File: src/rtl/non_ip_key_pkg.sv
// Behaviour
// - top byte carries ingress port select map
// - outer tag state: 00 none, 01 zero, 11
// - inner tag state: 00 none, 01 zero, 11
// - link format code; network format fixed 11
// - type field: EtherType or destination/source SAP
// - session flag set only for session packets
// - ninth user word valid at own bit
// - eight user word valid flags, index-ordered byte
// - outer tag from packet, else port default
// - inner tag from packet, else port default
// - nine user words, word eight highest
// - slice number field names searched slice
// - session flag needs port parse enable
// - two lowest bits always slice enable 11
package non_ip_key_pkg;

   localparam int KEY_W = 232;
   localparam int VID_W = 12;

   ////////////////////////////////////////////////////////////////////////
   // key field positions
   localparam int PORT_HI = 231;
   localparam int PORT_LO = 224;
   localparam int OST_HI = 223;
   localparam int OST_LO = 222;
   localparam int IST_HI = 221;
   localparam int IST_LO = 220;
   localparam int LINK_HI = 219;
   localparam int LINK_LO = 218;
   localparam int NET_HI = 217;
   localparam int NET_LO = 216;
   localparam int TYPE_HI = 215;
   localparam int TYPE_LO = 200;
   localparam int RSVA_HI = 199;
   localparam int RSVA_LO = 195;
   localparam int PPP_BIT = 194;
   localparam int RSVB_BIT = 193;
   localparam int UW8_VALID_BIT = 192;
   localparam int UWV_HI = 191;
   localparam int UWV_LO = 184;
   localparam int OTAG_HI = 183;
   localparam int OTAG_LO = 168;
   localparam int ITAG_HI = 167;
   localparam int ITAG_LO = 152;
   localparam int UW_LO = 8;
   localparam int RSVC_HI = 7;
   localparam int RSVC_LO = 4;
   localparam int SLICE_HI = 3;
   localparam int SLICE_LO = 2;

   ////////////////////////////////////////////////////////////////////////
   // codes and reset values
   localparam logic [1:0] TAG_ABSENT = 2'h0;
   localparam logic [1:0] TAG_VID_ZERO = 2'h1;
   localparam logic [1:0] TAG_VID_NONZERO = 2'h3;
   localparam logic [1:0] TAG_RESERVED = 2'h2;
   localparam logic [1:0] LINK_DIX = 2'h0;
   localparam logic [1:0] LINK_SNAP_PUB = 2'h1;
   localparam logic [1:0] LINK_LLC = 2'h2;
   localparam logic [1:0] LINK_SNAP_PRIV = 2'h3;
   localparam logic [1:0] NET_NON_IP = 2'h3;
   localparam logic [1:0] SLICE_ENABLE = 2'h3;
   localparam logic [1:0] SLICE_FIRST = 2'h0;
   localparam logic [1:0] SLICE_LAST = 2'h2;
   localparam logic [1:0] SLICE_RESET = 2'h0;

   typedef enum logic [1:0] {
      ST_IDLE = 2'b00,
      ST_SLICE0 = 2'b01,
      ST_SLICE1 = 2'b10,
      ST_SLICE2 = 2'b11
   } walk_state_t;

endpackage

File: src/rtl/non_ip_key_builder.sv
`timescale 1ns/1ps
`default_nettype none
module non_ip_key_builder #(
   parameter int PORTS = 8,
   parameter int PORT_W = 3,
   parameter int WORDS = 9,
   parameter int WORD_W = 16
) (
   // clock and reset
   input wire logic mclk,
   input wire logic rst_n,
   // request from parser
   input wire logic req_valid,
   output logic req_ready,
   input wire logic [PORT_W-1:0] port_num,
   input wire logic outer_present,
   input wire logic [15:0] outer_tag,
   input wire logic [15:0] outer_default,
   input wire logic inner_present,
   input wire logic [15:0] inner_tag,
   input wire logic [15:0] inner_default,
   input wire logic [1:0] link_layer_format,
   input wire logic [15:0] ether_type,
   input wire logic [7:0] dsap,
   input wire logic [7:0] ssap,
   input wire logic ppp_seen,
   input wire logic [PORTS-1:0] session_parse_enable,
   input wire logic [WORDS*WORD_W-1:0] user_field_word,
   input wire logic [WORDS-1:0] user_word_valid,
   // key to rule lookup
   output logic key_valid,
   output logic [non_ip_key_pkg::KEY_W-1:0] key_data,
   output logic [1:0] slice_number
);

   ////////////////////////////////////////////////////////////////////////
   // decoding

   function automatic logic [PORTS-1:0] port_sel(input logic [PORT_W-1:0] p);
      port_sel = {{(PORTS-1){1'b0}}, 1'b1} << p;
   endfunction

   function automatic logic [1:0] state_slice(input non_ip_key_pkg::walk_state_t s);
      case (s)
         non_ip_key_pkg::ST_SLICE1: state_slice = 2'h1;
         non_ip_key_pkg::ST_SLICE2: state_slice = 2'h2;
         default: state_slice = 2'h0;
      endcase
   endfunction

   non_ip_key_pkg::walk_state_t state_q, state_d;
   logic [non_ip_key_pkg::KEY_W-1:4] body_q;
   logic [1:0] slice_q;
   wire logic [non_ip_key_pkg::KEY_W-1:4] body_d;
   wire logic fire;
   wire logic [1:0] otag_state;
   wire logic [1:0] itag_state;
   wire logic [15:0] otag_key;
   wire logic [15:0] itag_key;
   wire logic [15:0] type_field;
   wire logic [PORTS-1:0] port_map;
   wire logic ppp_flag;

   ////////////////////////////////////////////////////////////////////////
   // field builders

   vlan_tag_stage u_outer (
      .present(outer_present),
      .pkt_tag(outer_tag),
      .default_tag(outer_default),
      .tag_state(otag_state),
      .key_tag(otag_key)
   );

   vlan_tag_stage u_inner (
      .present(inner_present),
      .pkt_tag(inner_tag),
      .default_tag(inner_default),
      .tag_state(itag_state),
      .key_tag(itag_key)
   );

   type_field_select u_type (
      .link_layer_format(link_layer_format),
      .ether_type(ether_type),
      .dsap(dsap),
      .ssap(ssap),
      .type_or_sap_field(type_field)
   );

   // the lookup masks the port field; the key only marks the arrival port
   assign port_map = port_sel(port_num);
   assign ppp_flag = ppp_seen && |(port_map & session_parse_enable);

   ////////////////////////////////////////////////////////////////////////
   // key body assembly

   assign body_d[non_ip_key_pkg::PORT_HI:non_ip_key_pkg::PORT_LO] = port_map;
   assign body_d[non_ip_key_pkg::OST_HI:non_ip_key_pkg::OST_LO] = otag_state;
   assign body_d[non_ip_key_pkg::IST_HI:non_ip_key_pkg::IST_LO] = itag_state;
   assign body_d[non_ip_key_pkg::LINK_HI:non_ip_key_pkg::LINK_LO] = link_layer_format;
   assign body_d[non_ip_key_pkg::NET_HI:non_ip_key_pkg::NET_LO] = non_ip_key_pkg::NET_NON_IP;
   assign body_d[non_ip_key_pkg::TYPE_HI:non_ip_key_pkg::TYPE_LO] = type_field;
   assign body_d[non_ip_key_pkg::RSVA_HI:non_ip_key_pkg::RSVA_LO] = 5'h00;
   assign body_d[non_ip_key_pkg::PPP_BIT] = ppp_flag;
   assign body_d[non_ip_key_pkg::RSVB_BIT] = 1'b0;
   assign body_d[non_ip_key_pkg::UW8_VALID_BIT] = user_word_valid[WORDS-1];
   assign body_d[non_ip_key_pkg::UWV_HI:non_ip_key_pkg::UWV_LO] = user_word_valid[7:0];
   assign body_d[non_ip_key_pkg::OTAG_HI:non_ip_key_pkg::OTAG_LO] = otag_key;
   assign body_d[non_ip_key_pkg::ITAG_HI:non_ip_key_pkg::ITAG_LO] = itag_key;
   assign body_d[non_ip_key_pkg::RSVC_HI:non_ip_key_pkg::RSVC_LO] = 4'h0;
   // slice number and enable are added per step, not stored in the body

   // word w sits at the w-th slot above the low reserved nibble
   for (genvar w = 0; w < WORDS; w++) begin : g_word
      assign body_d[non_ip_key_pkg::UW_LO+w*WORD_W +: WORD_W] =
         user_field_word[w*WORD_W +: WORD_W];
   end

   ////////////////////////////////////////////////////////////////////////
   // slice walk: one key per cycle for slices 0, 1, 2

   // a new packet may be taken on the last slice cycle so keys run back to back
   assign req_ready = state_q == non_ip_key_pkg::ST_IDLE ||
      state_q == non_ip_key_pkg::ST_SLICE2;
   assign fire = req_valid && req_ready;

   always_comb begin
      case (state_q)
         non_ip_key_pkg::ST_IDLE: state_d = fire ? non_ip_key_pkg::ST_SLICE0 : non_ip_key_pkg::ST_IDLE;
         non_ip_key_pkg::ST_SLICE0: state_d = non_ip_key_pkg::ST_SLICE1;
         non_ip_key_pkg::ST_SLICE1: state_d = non_ip_key_pkg::ST_SLICE2;
         non_ip_key_pkg::ST_SLICE2: state_d = fire ? non_ip_key_pkg::ST_SLICE0 : non_ip_key_pkg::ST_IDLE;
         default: state_d = non_ip_key_pkg::ST_IDLE;
      endcase
   end

   always_ff @(posedge mclk or negedge rst_n) begin
      if (!rst_n) begin
         state_q <= non_ip_key_pkg::ST_IDLE;
         slice_q <= non_ip_key_pkg::SLICE_RESET;
      end else begin
         state_q <= state_d;
         slice_q <= state_slice(state_d);
      end
   end

   // body captured once per packet so all three slices see identical fields
   always_ff @(posedge mclk or negedge rst_n) begin
      if (!rst_n) begin
         body_q <= '0;
      end else if (fire) begin
         body_q <= body_d;
      end
   end

   ////////////////////////////////////////////////////////////////////////
   // key output

   assign key_valid = state_q != non_ip_key_pkg::ST_IDLE;
   assign key_data = {body_q, slice_q, non_ip_key_pkg::SLICE_ENABLE};
   assign slice_number = slice_q;

   // keys shown for the packet in flight; a gap or a repeat slips against the slice field
   logic [1:0] run_q;

   always_ff @(posedge mclk or negedge rst_n) begin
      if (!rst_n) begin
         run_q <= 2'h0;
      end else if (fire) begin
         run_q <= 2'h0;
      end else if (key_valid) begin
         run_q <= run_q + 2'h1;
      end
   end
endmodule // non_ip_key_builder
`default_nettype wire

File: src/rtl/type_field_select.sv
`timescale 1ns/1ps
`default_nettype none
module type_field_select (
   // framing
   input wire logic [1:0] link_layer_format,
   input wire logic [15:0] ether_type,
   input wire logic [7:0] dsap,
   input wire logic [7:0] ssap,
   // key field
   output logic [15:0] type_or_sap_field
);
   wire logic use_sap;

   assign use_sap = link_layer_format == non_ip_key_pkg::LINK_LLC ||
      link_layer_format == non_ip_key_pkg::LINK_SNAP_PRIV;
   assign type_or_sap_field = use_sap ? {dsap, ssap} : ether_type;
endmodule // type_field_select
`default_nettype wire

File: src/rtl/vlan_tag_stage.sv
`timescale 1ns/1ps
`default_nettype none
module vlan_tag_stage (
   // packet tag
   input wire logic present,
   input wire logic [15:0] pkt_tag,
   input wire logic [15:0] default_tag,
   // key fields
   output logic [1:0] tag_state,
   output logic [15:0] key_tag
);
   wire logic vid_zero;

   assign vid_zero = pkt_tag[non_ip_key_pkg::VID_W-1:0] == 12'h000;
   // reserved code 10 can never come out of this select
   assign tag_state = !present ? non_ip_key_pkg::TAG_ABSENT :
      (vid_zero ? non_ip_key_pkg::TAG_VID_ZERO : non_ip_key_pkg::TAG_VID_NONZERO);
   assign key_tag = present ? pkt_tag : default_tag;
endmodule // vlan_tag_stage
`default_nettype wire

File: config.mk
export PLATFORM = sky130hd
export DESIGN_NAME = non_ip_key_builder
export DESIGN_NICKNAME = d
export VERILOG_FILES = /design/src/rtl/non_ip_key_pkg.sv /design/src/rtl/non_ip_key_builder.sv /design/src/rtl/type_field_select.sv /design/src/rtl/vlan_tag_stage.sv
export SDC_FILE = /design/constraint.sdc
export NUM_CORES = 1
export LEC_CHECK = 0
export ABC_AREA = 1
export BUFFER_PORTS_ARGS = -buffer_cell sky130_fd_sc_hd__buf_4
export CORE_AREA = 2 2 195 197
export CTS_CLUSTER_SIZE = 8
export DETAILED_ROUTE_END_ITERATION = 6
export DIE_AREA = 0 0 197 199
export HOLD_SLACK_MARGIN = 0.12
export PLACE_DENSITY = 0.61
export RECOVER_POWER = 100
export SLEW_MARGIN = 20
export SYNTH_ARGS = -nofsm -noshare
export SYNTH_HDL_FRONTEND = slang
export SYNTH_SLANG_ARGS = --single-unit
File: constraint.sdc
create_clock -name mclk -period 1.55 [get_ports mclk]
set_clock_uncertainty 0.05 [all_clocks]
set_input_delay 0.0775 -clock mclk [delete_from_list [all_inputs] [get_ports mclk]]
set_output_delay 0.0775 -clock mclk [all_outputs]
set_load 0.01 [all_outputs]
==> metrics.csv <==
stage;metric;value;unit
run_status;status;finished, violations left;
run_status;violations;negative setup slack;
sta;period_needed;1.68;ns
floorplan;die_area;39200;um2
sta;max_freq;597;MHz
grt;grt_max_degree;54;
clock_tree;cts.clk_slew.worst_paths;0.05;ns
floorplan;io_pins;504;
hold_path;hold_start;user_field_word[84];
finish;fill_cells;3091;
setup_path;crit_type;reg -> reg;
floorplan;core.rowCount;71;
synth;yosysTopAreaCell;dfrtp_1;
drt;dr.pass1.iters;5;
grt;grt_pass1_wl;59.2;mm
finish;final_nets;2176;
grt;top_usage_layer;met2;
hold_path;whs_path_depth;4;
synth;yosysWarningCount;0;
clock_tree;clock_sinks;221;
drt;route.detailed.drc;0;
grt;grt_util_met2;0.327;
sta;finalSetupTns;-10.16;ns
sta;finalHoldViolCount;0;
finish;seq_area;5530;um2
synth;synth_area_leaders;dfrtp_1 (61%), nand2_1 (22%), a21oi_1 (5.0%), nor2_1 (2.7%), buf_4 (2.4%);
clock_tree;ctsHtreeMaxLevel;1;
job;drv_cap;0;
grt;gr-usage-met3;0.0432;
setup_path;crit_path_end_kind;register;
setup_path;startpoint_type;register;
sta;rsz0062_at_grt;true;
sta;fin_crit_sh;1.08;
placement;gp_congestion;0.880;
setup_path;path_max_fanout;7;
placement;io_buffers;491;
drt;wl;44.0;mm
clock_tree;worstSkewPairLatency;0.54;ns
synth;yosysSeqAreaShare;0.608;
floorplan;chipWidth;197;um
setup_path;critical_path_required;1.93;ns
grt;grt_pass1_vias;11300;
finish;final_util;0.513;
synth;synth_edf_count;0;
drt;routedWlPerCell;18.5;um
sta;slew_viol_final;0;
synth;yosysUniqueCellTypes;21;
grt;use_met1;0.219;
synth;syn-instance-count;1046;
setup_path;ff2ff_setup_slack;-0.13;ns
synth;synth_top_area_share;0.608;
synth;yosys-top-cells-count;nand2_1 (543), dfrtp_1 (221), a21oi_1 (91), nor2_1 (65), buf_2 (35);
placement;place_hpwl;23.4;mm
grt;antenna_found_initial;1;
sta;fin_ws;-0.126;ns
setup_path;worst-r2r-cell-count;9;
sta;worstMarginPinSlew;0.735;ns
drt;num_vias;11000;
hold_path;hold_path_end;body_q[92];
drt;via_per_inst;4.62;
synth;async_flop_share;1.00;
synth;synth-main-ff-cell;dfrtp_1;
synth;synth.most_common_cell;nand2_1;
finish;multiInputGateArea;3710;um2
power;peakVddDrop;0.00104;V
power;powerDensity;1920;nW/um2
setup_path;rr_startpoint;state_q[0];
power;total_power;36.5;mW
hold_path;holdCritPathClass;in -> reg;
grt;overflow;0;
sta;slew_headroom;0.509;
clock_tree;cts_buffers;31;
synth;syn_area_per_cell;8.70;um2
sta;setup_violations;201;
synth;netlist_area;9100;um2
clock_tree;cts_tree;done;
floorplan;core;37100;um2
finish;drive_above_1_share;0.387;
grt;track_usage;0.190;
clock_tree;max-clock-path-buffers;3;
setup_path;arrival;2.06;ns
floorplan;die_h;199;um
floorplan;initial_core_util;0.245;
drt;drt-initial-drc-count;494;
clock_tree;cts_root_buffer;clkbuf_16;
finish;syn2layout_area_growth;109;%
power;p_leak;9.50;nW
drt;ant_nets;0;
setup_path;timing.rr.end;body_q[181];
synth;ys_seq_elements;221;
[what timing repair did]
| item | 4_1_cts | 5_1_grt |
|---|---|---|
| resized for setup | 64 | 167 |
| hold endpoints to repair | 435 | 0 |
| cloned | 5 | 22 |
| pin swaps | 1 | 19 |
| hold buffers | 315 | 0 |
| endpoints found under the setup margin | 209 | 217 |
| buffers inserted | 5 | 11 |
[worst max-delay path, cell delays in order (launching register included)]
cell     delay [ns]
dfrtp_1        0.38
inv_2          0.08
ha_4           0.22
inv_6          0.07
nand2_8        0.07
buf_6          0.12
buf_12         0.15
buf_12         0.15
a21oi_4        0.17
a21oi_2        0.08
[worst max-delay path by stage]
stage / start / end / cells after the start
3_3_place_gp: state_q[0] / body_q[124] / 8
3_5_place_dp: state_q[0] / body_q[166] / 8
4_1_cts: state_q[0] / req_ready / 5
5_1_grt: state_q[1] / body_q[215] / 10
6_report: state_q[0] / body_q[181] / 9
2_1_floorplan: state_q[0] / body_q[200] / 8
[kinds of logic after synthesis]
| group | after synthesis | synth area share |
|---|---|---|
| AO/OA/AOI/OAI | 107 | 0.0617 |
| adder cells (fa/ha/maj) | 5 | 0.00688 |
| buffers and inverters | 86 | 0.0605 |
| flip-flops | 221 | 0.608 |
| other | 2 | 0.000825 |
| AND/OR/NAND/NOR | 625 | 0.262 |
[where the power goes]
group,internal (mW),switching (mW)
Clock,3.52,2.41
Sequential,8.66,1.92
Combinational,10.1,9.95
[metrics by stage]
step / setup slack, ns / hold WS, ns / area [um2] / instances
floorplan: 0.00640 / -0.268 / 9140 / 1056
global placement: -0.134 / -0.000490 / 13400 / 1989
detailed placement: -0.185 / 0.00483 / 13400 / 1989
CTS: -0.102 / 0.185 / 17800 / 2347
global route: -0.214 / 0.221 / 19000 / 2378
finish: -0.126 / 0.224 / 19000 / 2379
[placed cells by master (no fill, tap or decap), types with 3 or more instances in the layout]
master / n
ha_1: 4
nor2_2: 19
a21oi_4: 20
nor2_4: 15
buf_16: 11
nor2_1: 32
buf_12: 20
inv_1: 5
buf_8: 6
nand4_1: 6
nand3_1: 6
a21oi_2: 49
nand2_4: 3
o21ai_0: 4
nand2_1: 527
inv_2: 5
dfrtp_1: 221
o21ai_1: 5
a21oi_1: 27
buf_4: 510
nand2_2: 13
conb_1: 12
dlygate4sd3_1: 315
clkbuf_16: 48
buf_6: 7
[per-layer routing]
layer | wire (um) | vias to the layer above
met5 | 0 | -
met4 | 2640 | 0
met3 | 3170 | 184
met2 | 21700 | 609
met1 | 16500 | 5250
li1 | - | 4939
[sequential cells by signal, summed over array words and instances (netlist names)]
signal        flops
slice_number      2
body_q          217
state_q           2
[area by class of cell]
| cell class | count | area share |
|---|---|---|
| Timing Repair inverter | 2 | 0.00210 |
| Clock buffer | 33 | 0.0417 |
| Antenna cell | 2 | 0.000263 |
| Timing Repair Buffer | 886 | 0.435 |
| Inverter | 12 | 0.00401 |
| Sequential cell | 221 | 0.291 |
| Tap cell | 474 | 0.0312 |
| Multi-Input combinational cell | 749 | 0.195 |
No activity file was read; power rests on OpenSTA's default activity.
